`config.mk`:
```
export PLATFORM = sky130hd
export DESIGN_NAME = iosd_dev_end_flat
export DESIGN_NICKNAME = d
export VERILOG_FILES = /design/src/logic/iosd_pkg.sv /design/src/logic/iosd_bus_if.sv /design/src/logic/iosd_dev_end.sv /design/src/flat_wrapper.sv
export SDC_FILE = /design/constraint.sdc
export NUM_CORES = 1
export LEC_CHECK = 0
export BUFFER_PORTS_ARGS = -buffer_cell sky130_fd_sc_hd__buf_2
export CORE_MARGIN = 5
export CORE_UTILIZATION = 25
export CTS_CLUSTER_DIAMETER = 200
export CTS_CLUSTER_SIZE = 25
export DETAILED_ROUTE_END_ITERATION = 8
export GPL_TIMING_DRIVEN = 0
export PLACE_DENSITY = 0.46
export SYNTH_ARGS = -nofsm -noshare
export SYNTH_HDL_FRONTEND = slang
export SYNTH_SLANG_ARGS = --single-unit
```
`constraint.sdc`:
```
create_clock -name CLK_IN -period 8.9 [get_ports CLK_IN]
set_clock_uncertainty 0.05 [all_clocks]
set_input_delay 1.335 -clock CLK_IN [delete_from_list [all_inputs] [get_ports CLK_IN]]
set_output_delay 1.335 -clock CLK_IN [all_outputs]
set_load 0.005 [all_outputs]
```
`src/logic/iosd_pkg.sv`:
```
/*
  Shared constants for the I/O space decoder: operation codes, address
  windows, register indices, bit masks and the controller register map.
  Assumes an 8-bit core bus and a 32-bit AXI4-Lite control bus.
*/
`default_nettype none
package iosd_pkg;

  typedef enum logic [3:0] {
    OP_NONE = 4'h0,
    OP_IO_PORT_READ = 4'h1,
    OP_IO_PORT_WRITE = 4'h2,
    OP_DATA_FETCH = 4'h3,
    OP_DATA_WRITE = 4'h4,
    OP_SET_IO_BIT = 4'h5,
    OP_CLEAR_IO_BIT = 4'h6,
    OP_SKIP_IF_BIT_SET = 4'h7,
    OP_SKIP_IF_BIT_CLEAR = 4'h8
  } iosd_op_e;

  localparam logic [7:0] IO_LAST = 8'h3F;
  localparam logic [7:0] BIT_IO_LAST = 8'h1F;
  localparam logic [7:0] DATA_IO_OFFSET = 8'h20;
  localparam logic [7:0] DATA_IO_LAST = 8'h5F;
  localparam logic [7:0] EXT_FIRST = 8'h60;
  localparam int IO_SIZE = 64;

  localparam logic [5:0] PORT_B_INPUT_PINS = 6'h03;
  localparam logic [5:0] PORT_B_DIRECTION = 6'h04;
  localparam logic [5:0] PORT_B_OUTPUT = 6'h05;
  localparam logic [5:0] PORT_C_INPUT_PINS = 6'h06;
  localparam logic [5:0] PORT_C_DIRECTION = 6'h07;
  localparam logic [5:0] PORT_C_OUTPUT = 6'h08;
  localparam logic [5:0] PORT_D_INPUT_PINS = 6'h09;
  localparam logic [5:0] PORT_D_DIRECTION = 6'h0A;
  localparam logic [5:0] PORT_D_OUTPUT = 6'h0B;
  localparam logic [5:0] PORT_E_INPUT_PINS = 6'h0C;
  localparam logic [5:0] PORT_E_DIRECTION = 6'h0D;
  localparam logic [5:0] PORT_E_OUTPUT = 6'h0E;
  localparam logic [5:0] TIMER0_FLAGS = 6'h15;
  localparam logic [5:0] TIMER1_FLAGS = 6'h16;
  localparam logic [5:0] TIMER2_FLAGS = 6'h17;
  localparam logic [5:0] EXTERNAL_IRQ_MASK = 6'h1D;
  localparam logic [5:0] SCRATCH_REG_0 = 6'h1E;
  localparam logic [5:0] EEPROM_CONTROL = 6'h20;
  localparam logic [5:0] EEPROM_ADDR_LOW = 6'h21;
  localparam logic [5:0] EEPROM_ADDR_HIGH = 6'h22;
  localparam logic [5:0] GENERAL_TIMER_CONTROL = 6'h23;
  localparam logic [5:0] TIMER0_CONTROL_A = 6'h24;
  localparam logic [5:0] TIMER0_CONTROL_B = 6'h25;
  localparam logic [5:0] TIMER0_COUNT = 6'h26;
  localparam logic [5:0] TIMER0_COMPARE_A = 6'h27;
  localparam logic [5:0] TIMER0_COMPARE_B = 6'h28;
  localparam logic [5:0] SCRATCH_REG_1 = 6'h2A;
  localparam logic [5:0] SCRATCH_REG_2 = 6'h2B;
  localparam logic [5:0] SERIAL_PERIPH_CONTROL = 6'h2C;
  localparam logic [5:0] SERIAL_PERIPH_STATUS = 6'h2D;
  localparam logic [5:0] SERIAL_PERIPH_BUFFER = 6'h2E;
  localparam logic [5:0] COMPARATOR_AUX_CONTROL = 6'h2F;
  localparam logic [5:0] COMPARATOR_CONTROL = 6'h31;
  localparam logic [5:0] SLEEP_CONTROL = 6'h33;
  localparam logic [5:0] RESET_CAUSE_FLAGS = 6'h34;
  localparam logic [5:0] CORE_CONTROL = 6'h35;
  localparam logic [5:0] SELF_PROGRAM_CONTROL = 6'h37;

  localparam logic [7:0] IO_RESET_VALUE = 8'h00;
  localparam int NUM_FLAG_REGS = 4;
  localparam logic [3:0][5:0] FLAG_REG_IDX = {COMPARATOR_CONTROL, TIMER2_FLAGS,
                                              TIMER1_FLAGS, TIMER0_FLAGS};

  // Bits that exist in each location; everything else is reserved
  function automatic logic [7:0] io_impl_mask(input logic [5:0] a);
    case (a)
      PORT_B_INPUT_PINS, PORT_B_DIRECTION, PORT_B_OUTPUT: io_impl_mask = 8'hFF;
      PORT_C_INPUT_PINS, PORT_C_DIRECTION, PORT_C_OUTPUT: io_impl_mask = 8'h7F;
      PORT_D_INPUT_PINS, PORT_D_DIRECTION, PORT_D_OUTPUT: io_impl_mask = 8'hFF;
      PORT_E_INPUT_PINS, PORT_E_DIRECTION, PORT_E_OUTPUT: io_impl_mask = 8'h0F;
      TIMER0_FLAGS, TIMER2_FLAGS: io_impl_mask = 8'h07;
      TIMER1_FLAGS: io_impl_mask = 8'h27;
      EXTERNAL_IRQ_MASK: io_impl_mask = 8'h03;
      EEPROM_CONTROL: io_impl_mask = 8'h3F;
      GENERAL_TIMER_CONTROL: io_impl_mask = 8'h83;
      TIMER0_CONTROL_A: io_impl_mask = 8'hF3;
      TIMER0_CONTROL_B: io_impl_mask = 8'hCF;
      SERIAL_PERIPH_STATUS: io_impl_mask = 8'hC1;
      COMPARATOR_AUX_CONTROL: io_impl_mask = 8'h01;
      SLEEP_CONTROL, RESET_CAUSE_FLAGS: io_impl_mask = 8'h0F;
      CORE_CONTROL: io_impl_mask = 8'h73;
      SCRATCH_REG_0, EEPROM_ADDR_LOW, EEPROM_ADDR_HIGH, TIMER0_COUNT,
      TIMER0_COMPARE_A, TIMER0_COMPARE_B, SCRATCH_REG_1, SCRATCH_REG_2,
      SERIAL_PERIPH_CONTROL, SERIAL_PERIPH_BUFFER, COMPARATOR_CONTROL,
      SELF_PROGRAM_CONTROL: io_impl_mask = 8'hFF;
      default: io_impl_mask = 8'h00;
    endcase
  endfunction : io_impl_mask

  // Flags that software clears by writing a one
  function automatic logic [7:0] io_w1c_mask(input logic [5:0] a);
    case (a)
      TIMER0_FLAGS, TIMER2_FLAGS: io_w1c_mask = 8'h07;
      TIMER1_FLAGS: io_w1c_mask = 8'h27;
      COMPARATOR_CONTROL: io_w1c_mask = 8'h10;
      default: io_w1c_mask = 8'h00;
    endcase
  endfunction : io_w1c_mask

  function automatic logic io_is_pin(input logic [5:0] a);
    io_is_pin = (a == PORT_B_INPUT_PINS) || (a == PORT_C_INPUT_PINS) ||
                (a == PORT_D_INPUT_PINS) || (a == PORT_E_INPUT_PINS);
  endfunction : io_is_pin

  localparam logic [5:0] PIN_TO_OUTPUT = 6'h02;

  localparam int AXI_AW = 4;
  localparam logic [3:0] HREG_CMD = 4'h0;
  localparam logic [3:0] HREG_STATUS = 4'h4;
  localparam logic [3:0] HREG_IRQ_STAT = 4'h8;
  localparam logic [3:0] HREG_IRQ_MASK = 4'hC;
  localparam int CMD_ADDR_LSB = 0;
  localparam int CMD_WDATA_LSB = 8;
  localparam int CMD_BIT_LSB = 16;
  localparam int CMD_OP_LSB = 20;
  localparam int ST_BUSY_BIT = 0;
  localparam int ST_SKIP_BIT = 1;
  localparam int ST_ERR_BIT = 2;
  localparam int ST_RDATA_LSB = 8;
  localparam int IRQ_DONE_BIT = 0;
  localparam int IRQ_ERR_BIT = 1;
  localparam logic [1:0] AXI_OKAY = 2'h0;
  localparam logic [1:0] AXI_SLVERR = 2'h2;

endpackage : iosd_pkg
`default_nettype wire

```
`src/logic/iosd_bus_if.sv`:
```
/*
  Core-side bus between the processor core end and the I/O decoder.
  Assumes one clock; req is a one-cycle pulse, ack answers it.
*/
`timescale 1ns/1ps
`default_nettype none
interface iosd_bus_if import iosd_pkg::*; ();
  logic req;
  iosd_op_e op;
  logic [7:0] addr;
  logic [2:0] bitn;
  logic [7:0] wdata;
  logic ack;
  logic [7:0] rdata;
  logic skip;
  logic err;

  modport dev (input req, op, addr, bitn, wdata, output ack, rdata, skip, err);
  modport core (output req, op, addr, bitn, wdata, input ack, rdata, skip, err);
endinterface : iosd_bus_if
`default_nettype wire

```
`src/logic/iosd_dev_end.sv`:
```
/*
  I/O register space decoder: holds the 64-location I/O window, decodes
  port, data-space and single-bit operations, forwards the extended range.
  Assumes the core issues one request at a time and waits for ack.
*/
`timescale 1ns/1ps
`default_nettype none
// Notes on behaviour
// - Bit set/clear on I/O 0x00..0x1F
// - Skip tests any bit in 0x00..0x1F
// - Bit ops alter only the addressed bit; a set on a pin location also toggles that bit of the port output
// - Writing one clears flags, zero keeps
// - Port ops decode the 64-location window
// - Data ops see I/O at plus 0x20
// - Extended range only via data ops
// - Never write reserved addresses
// - Write zeros to reserved bits
module iosd_dev_end import iosd_pkg::*; (
  input wire logic CLK_IN,
  input wire logic SYS_RST_IN,
  iosd_bus_if.dev BUS,
  input wire logic [7:0] PIN_B_IN,
  input wire logic [7:0] PIN_C_IN,
  input wire logic [7:0] PIN_D_IN,
  input wire logic [7:0] PIN_E_IN,
  input wire logic [NUM_FLAG_REGS-1:0][7:0] FLAG_EVT_IN,
  input wire logic EXT_ACK_IN,
  input wire logic [7:0] EXT_RDATA_IN,
  output logic [IO_SIZE-1:0][7:0] IO_REGS_OUT,
  output logic EXT_STB_OUT,
  output logic EXT_WE_OUT,
  output logic [7:0] EXT_ADDR_OUT,
  output logic [7:0] EXT_WDATA_OUT
);

  typedef struct packed {
    logic [IO_SIZE-1:0][7:0] io;
    logic pend;
    logic ack;
    logic [7:0] rdata;
    logic skip;
    logic err;
    logic ext_stb;
    logic ext_we;
    logic [7:0] ext_addr;
    logic [7:0] ext_wdata;
  } iosd_dev_s;

  iosd_dev_s q;
  iosd_dev_s d;

  logic port_op;
  logic data_op;
  logic bit_op;
  logic skip_op;
  logic hit;
  logic bad;
  logic ext;
  logic wr;
  logic [5:0] idx;
  logic [7:0] wmask;
  logic [7:0] wdat;
  logic [7:0] rd;
  logic [7:0] cur;
  logic [7:0] w1c;
  logic [7:0] bsel;
  logic [7:0] data_rel;

  always_comb begin
    d = q;
    d.ack = 1'b0;
    d.skip = 1'b0;
    d.err = 1'b0;
    d.ext_stb = 1'b0;
    port_op = (BUS.op == OP_IO_PORT_READ) || (BUS.op == OP_IO_PORT_WRITE);
    data_op = (BUS.op == OP_DATA_FETCH) || (BUS.op == OP_DATA_WRITE);
    skip_op = (BUS.op == OP_SKIP_IF_BIT_SET) || (BUS.op == OP_SKIP_IF_BIT_CLEAR);
    bit_op = (BUS.op == OP_SET_IO_BIT) || (BUS.op == OP_CLEAR_IO_BIT) || skip_op;
    bsel = 8'h01 << BUS.bitn;
    data_rel = BUS.addr - DATA_IO_OFFSET;
    hit = 1'b0;
    bad = 1'b0;
    ext = 1'b0;
    idx = 6'h00;
    if (port_op) begin
      hit = (BUS.addr <= IO_LAST);
      idx = BUS.addr[5:0];
    end else if (bit_op) begin
      hit = (BUS.addr <= BIT_IO_LAST);
      idx = BUS.addr[5:0];
    end else if (data_op) begin
      // Below the window lies the core register file, not ours
      hit = (BUS.addr >= DATA_IO_OFFSET) && (BUS.addr <= DATA_IO_LAST);
      idx = data_rel[5:0];
      ext = (BUS.addr >= EXT_FIRST);
    end
    bad = !(hit || ext);
    wr = 1'b0;
    wmask = 8'h00;
    wdat = 8'h00;
    // Pin locations read the live pins, not the stored byte
    case (idx)
      PORT_B_INPUT_PINS: rd = PIN_B_IN & io_impl_mask(idx);
      PORT_C_INPUT_PINS: rd = PIN_C_IN & io_impl_mask(idx);
      PORT_D_INPUT_PINS: rd = PIN_D_IN & io_impl_mask(idx);
      PORT_E_INPUT_PINS: rd = PIN_E_IN & io_impl_mask(idx);
      default: rd = q.io[idx];
    endcase

    if (q.pend) begin
      // Extended access held open until the far side answers
      if (EXT_ACK_IN) begin
        d.pend = 1'b0;
        d.ack = 1'b1;
        d.rdata = q.ext_we ? 8'h00 : EXT_RDATA_IN;
      end
    end else if (BUS.req) begin
      if (ext) begin
        d.pend = 1'b1;
        d.ext_stb = 1'b1;
        d.ext_we = (BUS.op == OP_DATA_WRITE);
        d.ext_addr = BUS.addr;
        d.ext_wdata = BUS.wdata;
      end else begin
        d.ack = 1'b1;
        d.err = bad;
        d.rdata = 8'h00;
        if (!bad) begin
          case (BUS.op)
            OP_IO_PORT_READ, OP_DATA_FETCH: begin
              d.rdata = rd;
            end
            OP_IO_PORT_WRITE, OP_DATA_WRITE: begin
              wr = 1'b1;
              wmask = 8'hFF;
              wdat = BUS.wdata;
            end
            OP_SET_IO_BIT: begin
              wr = 1'b1;
              wmask = bsel;
              wdat = 8'hFF;
            end
            OP_CLEAR_IO_BIT: begin
              wr = 1'b1;
              wmask = bsel;
              wdat = 8'h00;
            end
            OP_SKIP_IF_BIT_SET: begin
              d.rdata = rd;
              d.skip = |(rd & bsel);
            end
            OP_SKIP_IF_BIT_CLEAR: begin
              d.rdata = rd;
              d.skip = !(|(rd & bsel));
            end
            default: begin
              d.err = 1'b1;
            end
          endcase
        end
      end
    end

    for (int i = 0; i < IO_SIZE; i++) begin
      cur = q.io[i];
      w1c = io_w1c_mask(6'(i));
      if (wr && (idx == 6'(i))) begin
        // Plain bits take the masked value; flags only ever clear
        cur = (((cur & ~wmask) | (wdat & wmask)) & ~w1c) |
              (cur & w1c & ~(wmask & wdat));
      end
      if (io_is_pin(6'(i))) begin
        cur = 8'h00;
      end
      d.io[i] = cur & io_impl_mask(6'(i));
    end

    // A one written to a pin location toggles the matching output bits
    if (wr && io_is_pin(idx)) begin
      d.io[idx + PIN_TO_OUTPUT] = d.io[idx + PIN_TO_OUTPUT] ^
                                   (wmask & wdat & io_impl_mask(idx));
    end

    // Events applied last so a set in the clearing cycle survives
    for (int f = 0; f < NUM_FLAG_REGS; f++) begin
      d.io[FLAG_REG_IDX[f]] = d.io[FLAG_REG_IDX[f]] |
                              (FLAG_EVT_IN[f] & io_w1c_mask(FLAG_REG_IDX[f]));
    end
  end

  always_ff @(posedge CLK_IN) begin
    if (SYS_RST_IN) begin
      q <= '0;
      for (int i = 0; i < IO_SIZE; i++) begin
        q.io[i] <= IO_RESET_VALUE;
      end
    end else begin
      q <= d;
    end
  end

  assign BUS.ack = q.ack;
  assign BUS.rdata = q.rdata;
  assign BUS.skip = q.skip;
  assign BUS.err = q.err;
  assign IO_REGS_OUT = q.io;
  assign EXT_STB_OUT = q.ext_stb;
  assign EXT_WE_OUT = q.ext_we;
  assign EXT_ADDR_OUT = q.ext_addr;
  assign EXT_WDATA_OUT = q.ext_wdata;

endmodule : iosd_dev_end
`default_nettype wire

```
`src/flat_wrapper.sv`:
```
// flat-port wrapper written by rule: the top's interface ports become plain ports
module iosd_dev_end_flat import iosd_pkg::*;
  (CLK_IN, SYS_RST_IN, PIN_B_IN, PIN_C_IN, PIN_D_IN, PIN_E_IN, FLAG_EVT_IN, EXT_ACK_IN, EXT_RDATA_IN, IO_REGS_OUT, EXT_STB_OUT, EXT_WE_OUT, EXT_ADDR_OUT, EXT_WDATA_OUT, BUS_req, BUS_op, BUS_addr, BUS_bitn, BUS_wdata, BUS_ack, BUS_rdata, BUS_skip, BUS_err);
  iosd_bus_if BUS_i ();
  input wire logic CLK_IN;
  input wire logic SYS_RST_IN;
  input wire logic [7:0] PIN_B_IN;
  input wire logic [7:0] PIN_C_IN;
  input wire logic [7:0] PIN_D_IN;
  input wire logic [7:0] PIN_E_IN;
  input wire logic [NUM_FLAG_REGS-1:0][7:0] FLAG_EVT_IN;
  input wire logic EXT_ACK_IN;
  input wire logic [7:0] EXT_RDATA_IN;
  output logic [IO_SIZE-1:0][7:0] IO_REGS_OUT;
  output logic EXT_STB_OUT;
  output logic EXT_WE_OUT;
  output logic [7:0] EXT_ADDR_OUT;
  output logic [7:0] EXT_WDATA_OUT;
  input wire logic [$bits(BUS_i.req)-1:0] BUS_req;
  input wire logic [$bits(BUS_i.op)-1:0] BUS_op;
  input wire logic [$bits(BUS_i.addr)-1:0] BUS_addr;
  input wire logic [$bits(BUS_i.bitn)-1:0] BUS_bitn;
  input wire logic [$bits(BUS_i.wdata)-1:0] BUS_wdata;
  output wire logic [$bits(BUS_i.ack)-1:0] BUS_ack;
  output wire logic [$bits(BUS_i.rdata)-1:0] BUS_rdata;
  output wire logic [$bits(BUS_i.skip)-1:0] BUS_skip;
  output wire logic [$bits(BUS_i.err)-1:0] BUS_err;
  assign BUS_i.req = BUS_req;
  assign BUS_i.op = BUS_op;
  assign BUS_i.addr = BUS_addr;
  assign BUS_i.bitn = BUS_bitn;
  assign BUS_i.wdata = BUS_wdata;
  assign BUS_ack = BUS_i.ack;
  assign BUS_rdata = BUS_i.rdata;
  assign BUS_skip = BUS_i.skip;
  assign BUS_err = BUS_i.err;
  iosd_dev_end u_core (.CLK_IN(CLK_IN), .SYS_RST_IN(SYS_RST_IN), .BUS(BUS_i), .PIN_B_IN(PIN_B_IN), .PIN_C_IN(PIN_C_IN), .PIN_D_IN(PIN_D_IN), .PIN_E_IN(PIN_E_IN), .FLAG_EVT_IN(FLAG_EVT_IN), .EXT_ACK_IN(EXT_ACK_IN), .EXT_RDATA_IN(EXT_RDATA_IN), .IO_REGS_OUT(IO_REGS_OUT), .EXT_STB_OUT(EXT_STB_OUT), .EXT_WE_OUT(EXT_WE_OUT), .EXT_ADDR_OUT(EXT_ADDR_OUT), .EXT_WDATA_OUT(EXT_WDATA_OUT));
endmodule
```
Yosys cells after proc, flatten, opt, wreduce, memory -nomap -nowiden
Memory sizes are Yosys's and may differ from the RTL's.
Index checks and enable logic that the tools add are counted.
W data, S select, Z words.
- $lt $le $gt $ge: 8
- eq/ne operators: 47
- bitwise operators: 88
- shifts and indexed selects: 1
- add/sub/neg operators: 2
- muxes and demuxes: 82
- reduce and logical (&&, ||, !) cells: 60
- operators with widths (operator ; count):
    $bwmux W512 ; 1
    $mux W448 ; 1
    $mux W8 ; 38
    $and A8 B8 Y8 ; 27
    $or A8 B8 Y8 ; 21
    $eq A6 B6 Y1 const B ; 20
    $bmux W8 S6 ; 2
    $demux W8 S6 ; 1
    $eq A6 B4 Y1 const B ; 7
    $logic_and A1 B1 Y1 ; 36
    $pmux W8 S2 ; 2
    $pmux W8 S4 ; 1
    $eq A6 B5 Y1 const B ; 5
    $mux W10 ; 3
    $mux W30 ; 1
    $mux W6 ; 5
    $eq A6 B3 Y1 const B ; 4
    $and A7 B7 Y7 ; 3
    $mux W7 ; 3
    $or A7 B7 Y7 ; 3
    $mux W18 ; 1
    $and A4 B4 Y4 ; 4
    $eq A4 B3 Y1 const B ; 4
    $mux W4 ; 4
    49 further kinds ; 91
- ROM bits: 2560
- flip-flop bits (word level): 542
- output and inout port bits: 541
- logic and storage cells: 380
- memories: 5
- input bits: 99
- memory list (memory ; words ; bits a word ; read ports ; clocked after memory_dff ; write ports ; RTL line ; source):
    (no name shown) ; 64 ; 8 ; 1 ; 0 ; 0 ; iosd_pkg.sv:73 ; case (a)
    (no name shown) ; 64 ; 8 ; 1 ; 0 ; 0 ; iosd_pkg.sv:73 ;
    (no name shown) ; 64 ; 8 ; 1 ; 0 ; 0 ; iosd_pkg.sv:73 ;
    (no name shown) ; 64 ; 8 ; 1 ; 0 ; 0 ; iosd_pkg.sv:73 ;
    (no name shown) ; 64 ; 8 ; 1 ; 0 ; 0 ; iosd_pkg.sv:73 ;

Logic depth before layout (Yosys ltp)
- depth in word-level cells: 21
- depth in mapped cells: 27
- gate-level depth less buffers: 15

Worst setup path before layout
No wires, ideal clock.
- path type: input to register
- from: in BUS_op[1]
- to: reg u_core.q, in the netlist u_core.IO_REGS_OUT[12]
- arrival: 6.921 ns
- setup time: 0.122 ns
- stages: 26
- setup slack: 1.807 ns
- data required time: 8.728 ns
- path buffers: 11
- cells stage by stage: buf_6 -> buf_6 -> buf_6 -> clkbuf_1 -> o41a_1 -> clkbuf_1 -> nand2_1 -> inv_1 -> buf_2 -> buf_1 -> clkbuf_1 -> buf_1 -> ha_1 -> inv_1 -> nor4_1 -> and4_1 -> buf_2 -> nand3_2 -> mux2i_1 -> o22ai_1 -> or4_1 -> o31ai_1 -> nand4_1 -> xnor2_1 -> buf_2 -> nor2_1
- cells in the longest elaborated chain, start to end: 19
- elaborated cells on any way between the ends: 172
- classes of those cells: 1 x add/sub; 2 x order compare; 33 x eq/ne; 51 x mux; 48 x bitwise; 36 x reduce/logical; 1 x memory
- RTL lines (item ; RTL line ; source):
    start: declaration ; flat_wrapper.sv:20 ; input wire logic [$bits(BUS_i.op)-1:0] BUS_op;
    $eq A4 B2 Y1 (tied with other cells) ; iosd_dev_end.sv:76 ; data_op = (BUS.op == OP_DATA_FETCH) || (BUS.op == OP_DATA_WRITE);
    $logic_or A1 B1 Y1 (on tied branches) ; iosd_dev_end.sv:76, iosd_dev_end.sv:77, iosd_dev_end.sv:78 ;
    $mux W1 / $logic_or A1 B1 Y1 (equally long branches) ; iosd_dev_end.sv:91, iosd_dev_end.sv:78 ;
    $mux W1 ; iosd_dev_end.sv:88 ; end else if (bit_op) begin
    $mux W1 ; iosd_dev_end.sv:85 ; if (port_op) begin
    $logic_or A1 B1 Y1 ; iosd_dev_end.sv:97 ; bad = !(hit || ext);
    $mux W8 ; iosd_dev_end.sv:128 ; if (!bad) begin
    $mux W8 ; iosd_dev_end.sv:118 ; if (ext) begin
    [... 3 more ...] ; - ;
    $not A8 Y8 ; - ;
    $and A5 B8 Y8 ; iosd_dev_end.sv:170 ; (cur & w1c & ~(wmask & wdat));
    $or A8 B8 Y8 ; iosd_dev_end.sv:169 ; cur = (((cur & ~wmask) | (wdat & wmask)) & ~w1c) |
    $mux W8 ; iosd_dev_end.sv:167 ; if (wr && (idx == 6'(i))) begin
    $bmux W8 S6 ; iosd_dev_end.sv:180 ; d.io[idx + PIN_TO_OUTPUT] = d.io[idx + PIN_TO_OUTPUT] ^
    $mux W8 (implied by the code) ; iosd_dev_end.sv:180 ;
    $xor A8 B8 Y8 ; iosd_dev_end.sv:180 ;
    $bwmux W512 ; iosd_dev_end.sv:180 ;
    end: declaration ; iosd_dev_end.sv:49 ; iosd_dev_s q;
Several ways; a longest one is shown, not always the timed one. The select of a mux whose other input is x is not followed.
A chain may end at the register's enable or synchronous reset.

Worst setup path in the final report
- from: in BUS_op[1]
- to: reg u_core.q, in the netlist u_core.IO_REGS_OUT[96]
- cells in the longest elaborated chain, start to end: 19
- elaborated cells on any way between the ends: 234
- classes of those cells: 1 x add/sub; 2 x order compare; 45 x eq/ne; 63 x mux; 74 x bitwise; 48 x reduce/logical; 1 x memory
- RTL lines (item ; RTL line):
    $eq A4 B2 Y1 (tied with other cells) ; iosd_dev_end.sv:76
    $logic_or A1 B1 Y1 (on tied branches) ; iosd_dev_end.sv:76, iosd_dev_end.sv:77, iosd_dev_end.sv:78
    $mux W1 / $logic_or A1 B1 Y1 (equally long branches) ; iosd_dev_end.sv:91, iosd_dev_end.sv:78
    $mux W1 ; iosd_dev_end.sv:88
    $mux W1 ; iosd_dev_end.sv:85
    $logic_or A1 B1 Y1 ; iosd_dev_end.sv:97
    $mux W8 ; iosd_dev_end.sv:128
    $mux W8 ; iosd_dev_end.sv:118
    [... 3 more ...] ; -
    $not A8 Y8 / $and A8 B8 Y8 (equally long branches) ; -
    $and A3 B3 Y3 (tied with other cells) ; iosd_dev_end.sv:170
    $or A1 B3 Y3 (tied with other cells) ; iosd_dev_end.sv:169
    $mux W3 (tied with other cells) ; iosd_dev_end.sv:167
    $bmux W8 S6 ; iosd_dev_end.sv:180
    $mux W8 (implied by the code) ; iosd_dev_end.sv:180
    $xor A8 B8 Y8 ; iosd_dev_end.sv:180
    $bwmux W512 ; iosd_dev_end.sv:180
Several ways; a longest one is shown, not always the timed one. The select of a mux whose other input is x is not followed.

==> out/metrics.csv <==
stage,metric,value,unit
grt,antenna violations before repair,30,
grt,grt total ovfl,0,
detailed_routing,via count,34797,
power,maximum VDD drop,0.156,mV
floorplan,CORE AREA,120000,sq um
sta,Final WS setup,-273,ps
critical_path,crit-path most repeated cell,buf_6,
sta,Least-Margin Pin Slew,1760,ps
floorplan,die area,127000,sq um
logic_synthesis,Post-synth ARST share,0,%
status,failing checks,"max-capacitance violations, max-slew violations, negative setup slack",
sta,Final Hold Vio Count,0,
floorplan,Die Y,357,um
detailed_routing,initial DRC count,4924,
detailed_routing,TritonRoute pass-1 iters,6,
critical_path,"Max stage delay cell, worst path",o21ai_2,
detailed_routing,routed vias/inst,5.75,
status,status,"complete, but fails checks",
power,Pwr per Cell Area,140,nW/um^2
power,leakage,16.4,nW
sta,crit share post-route,103,%
clock_network,CTS tree,built,
hold_path,Hold Crit Class,reg -> reg,
logic_synthesis,Netlist Area Pre-Place,30100,sq um
critical_path,Setup CP Type,in -> reg,
critical_path,Critical Path Start Type,primary input,
critical_path,Critical Path AT,9640,ps
grt,pin count of the biggest net entering global routing,26,
logic_synthesis,synthesized area per cell,8.50,sq um
critical_path,Worst Path Required,9370,ps
sta,minimum clock period,9170,ps
flow_run,Max Cap Viol,21,
finish,Area Growth Syn to Fin,25.2,%
logic_synthesis,Cell variety after synth,102,
finish,"Design Area, Final",37700,sq um
logic_synthesis,dominant synthesized flop cell,dfxtp_1,
detailed_routing,WL/cell,42.8,um
logic_synthesis,largest cells by area after synthesis,"dfxtp_1 36%, buf_4 13%, mux2i_1 7.2%, nor2_1 4.6%, nand2_1 2.5%",
clock_network,maximum clock insertion buffer count,3,
detailed_routing,drt drc,0,
sta,Final setup viols,98,
sta,total negative slack,-11590,ps
logic_synthesis,post-synth top area share,36.1,%
finish,# nets final,4525,
clock_network,clock sink total,542,
logic_synthesis,post-synth top area cell,dfxtp_1,
grt,first-pass GRT wire length,327000,um
floorplan,initial core utilization,25.1,%
clock_network,root buf cell,clkbuf_16,
floorplan,die width,357,um
clock_network,"Clk pin slew, worst setup/hold paths",120,ps
placed_design,Port Buffers,611,
finish,layout cell share with drive strength beyond 1,34.3,%
logic_synthesis,Post-synth EDFFs,0,
critical_path,"slowest stage delay, CP",590,ps
critical_path,"Max FO, Critical Path",16,
detailed_routing,final WL,259000,um
logic_synthesis,Yosys warnings,0,
detailed_routing,final antenna-violating net count,0,
clock_network,total CTS buffers,25,
logic_synthesis,sequential share of the synthesized area,36.1,%
critical_path,CP Capture Type,flip-flop,
placed_design,Placer Congestion,1.09,
grt,All-Layer GR Usage,38.6,%
logic_synthesis,Yosys reg bits,542,
clock_network,worst skew pair latency,690,ps
placed_design,pre-CTS WS,-5070,ps
logic_synthesis,Mapped Cells,3539,
floorplan,I/O pin count,640,
placed_design,Detail Placement HPWL,206000,um
finish,Layout fillers,13254,
clock_network,H-tree Lvls,1,
sta,Slew HR,-17.5,%
logic_synthesis,top-count cell post-synth,dfxtp_1,
logic_synthesis,top post-synthesis cells by count,"542 x dfxtp_1, 541 x buf_4, 371 x nor2_1, 217 x mux2i_1, 200 x nand2_1",
placed_design,placed inst area,36500,sq um
floorplan,Cell Rows,127,
grt,vias in the first global route,32912,
sta,unrepaired setup endpoints after global routing,false,
sta,FMAX,0.109,GHz
sta,max-slew violation count,192,
==> critical path: cells and delay by family <==
kind	cells	cell delay, ps
buffers and inverters	11	3400
and+or+nand+nor	7	2220
AOI/OAI and AO/OA	3	1090
xor gates and xnor gates	2	560
adders and majority gates	1	470
muxes	1	420
==> flip-flops by register name, indices dropped and copies added, names as in the netlist <==
signal and flops:
u_core.BUS.err 1, u_core.EXT_ADDR_OUT 8, u_core.EXT_WE_OUT 1, u_core.EXT_STB_OUT 1, u_core.BUS.rdata 8, u_core.IO_REGS_OUT 512
u_core.EXT_WDATA_OUT 8, u_core.q 1, u_core.BUS.ack 1, u_core.BUS.skip 1
==> routing by layer <==
metal  up-vias  part of all wire, %  GRT usage, %
li1      13914                    -             -
met5         -                0.060             0
met4        24                  7.8          24.4
met3       701                   12          13.6
met1     17404                   40          48.6
met2      2754                   41          55.8
==> report_power, final <==
part | total [mW] | leakage [nW] | switching [mW] | internal, mW
logic | 1.31 | 11.6 | 0.993 | 0.313
clock network | 1.44 | 0.317 | 0.930 | 0.510
registers | 2.52 | 4.44 | 0.0423 | 2.48
total | 5.27 | 16.4 | 1.97 | 3.30
==> final timing paths <==
| check | startpoint | end | slack, ps | cells after the start |
|---|---|---|---|---|
| hold reg to reg | u_core.EXT_WDATA_OUT[4]$_SDFFE_PP0P_ | u_core.EXT_WDATA_OUT[4]$_SDFFE_PP0P_ | 420 | 2 |
| setup / recovery | BUS_op[1] | u_core.IO_REGS_OUT[96]$_SDFF_PP0_ | -270 | 25 |
| hold / removal | u_core.EXT_WDATA_OUT[4]$_SDFFE_PP0P_ | u_core.EXT_WDATA_OUT[4]$_SDFFE_PP0P_ | 420 | 2 |
| setup reg to reg | u_core.q[29]$_SDFF_PP0_ | u_core.IO_REGS_OUT[4]$_SDFF_PP0_ | 2680 | 15 |
==> what timing repair did <==
action / 4_1_cts / 5_1_grt
endpoints found under the setup margin: 282 / 83
hold buffers: 0 / 0
buffers inserted: 17 / 2
pin swaps: 8 / 1
gates resized for setup: 71 / 8
==> logic make-up (layout without fill, tap and decap cells) <==
group | after synthesis | count (layout) | share of synthesized area (%)
multiplexers | 275 | 275 | 9.47
other | 1 | 210 | 0.0125
XOR/XNOR | 11 | 11 | 0.320
adder cells (fa/ha/maj) | 11 | 11 | 0.457
AND/OR/NAND/NOR | 1068 | 1068 | 17.3
flip-flops | 542 | 542 | 36.1
buffers and inverters | 825 | 1513 | 17.4
AO/OA/AOI/OAI | 806 | 806 | 19.0
==> layout make-up <==
class                   instances  area, sq um  area share, %
flip-flops and latches        542        10900           28.8
clock inverters                 2         17.5         0.0465
inverters                      36          139          0.369
multi-input cells            2360        15100           40.2
diodes                         21         52.6          0.139
clock buffers                  25          626           1.66
repair buffers                667         3670           9.74
plain buffers                 783         5160           13.7
well taps                    1612         2020           5.35
==> stage by stage <==
stage / hold WS (ps) / instances / total power, mW / utilization, %
floorplan: 387 / 3727 / 3.05 / -
global placement: 395 / 5950 / 3.75 / 29.9
detailed placement: 399 / 5985 / 3.77 / 30.5
CTS: 416 / 6025 / 5.17 / 31.3
global route: 440 / 6027 / 5.31 / 31.4
finish: 416 / 6048 / 5.27 / 31.4
==> cell usage in the layout, fill, tap and decap left out, drive strengths merged, types with 26 or more instances in the layout <==
cell / count
a211oi: 26
a21oi: 147
a31oi: 46
buf: 1302
clkbuf: 172
conb: 189
dfxtp: 542
inv: 36
mux2: 56
mux2i: 217
nand2: 201
nand3: 111
nand4: 59
nor2: 372
nor2b: 37
nor3: 110
nor4: 55
o211ai: 26
o21ai: 115
o221ai: 55
o22ai: 90
o31ai: 32
Power figures use the tool's default switching activity.
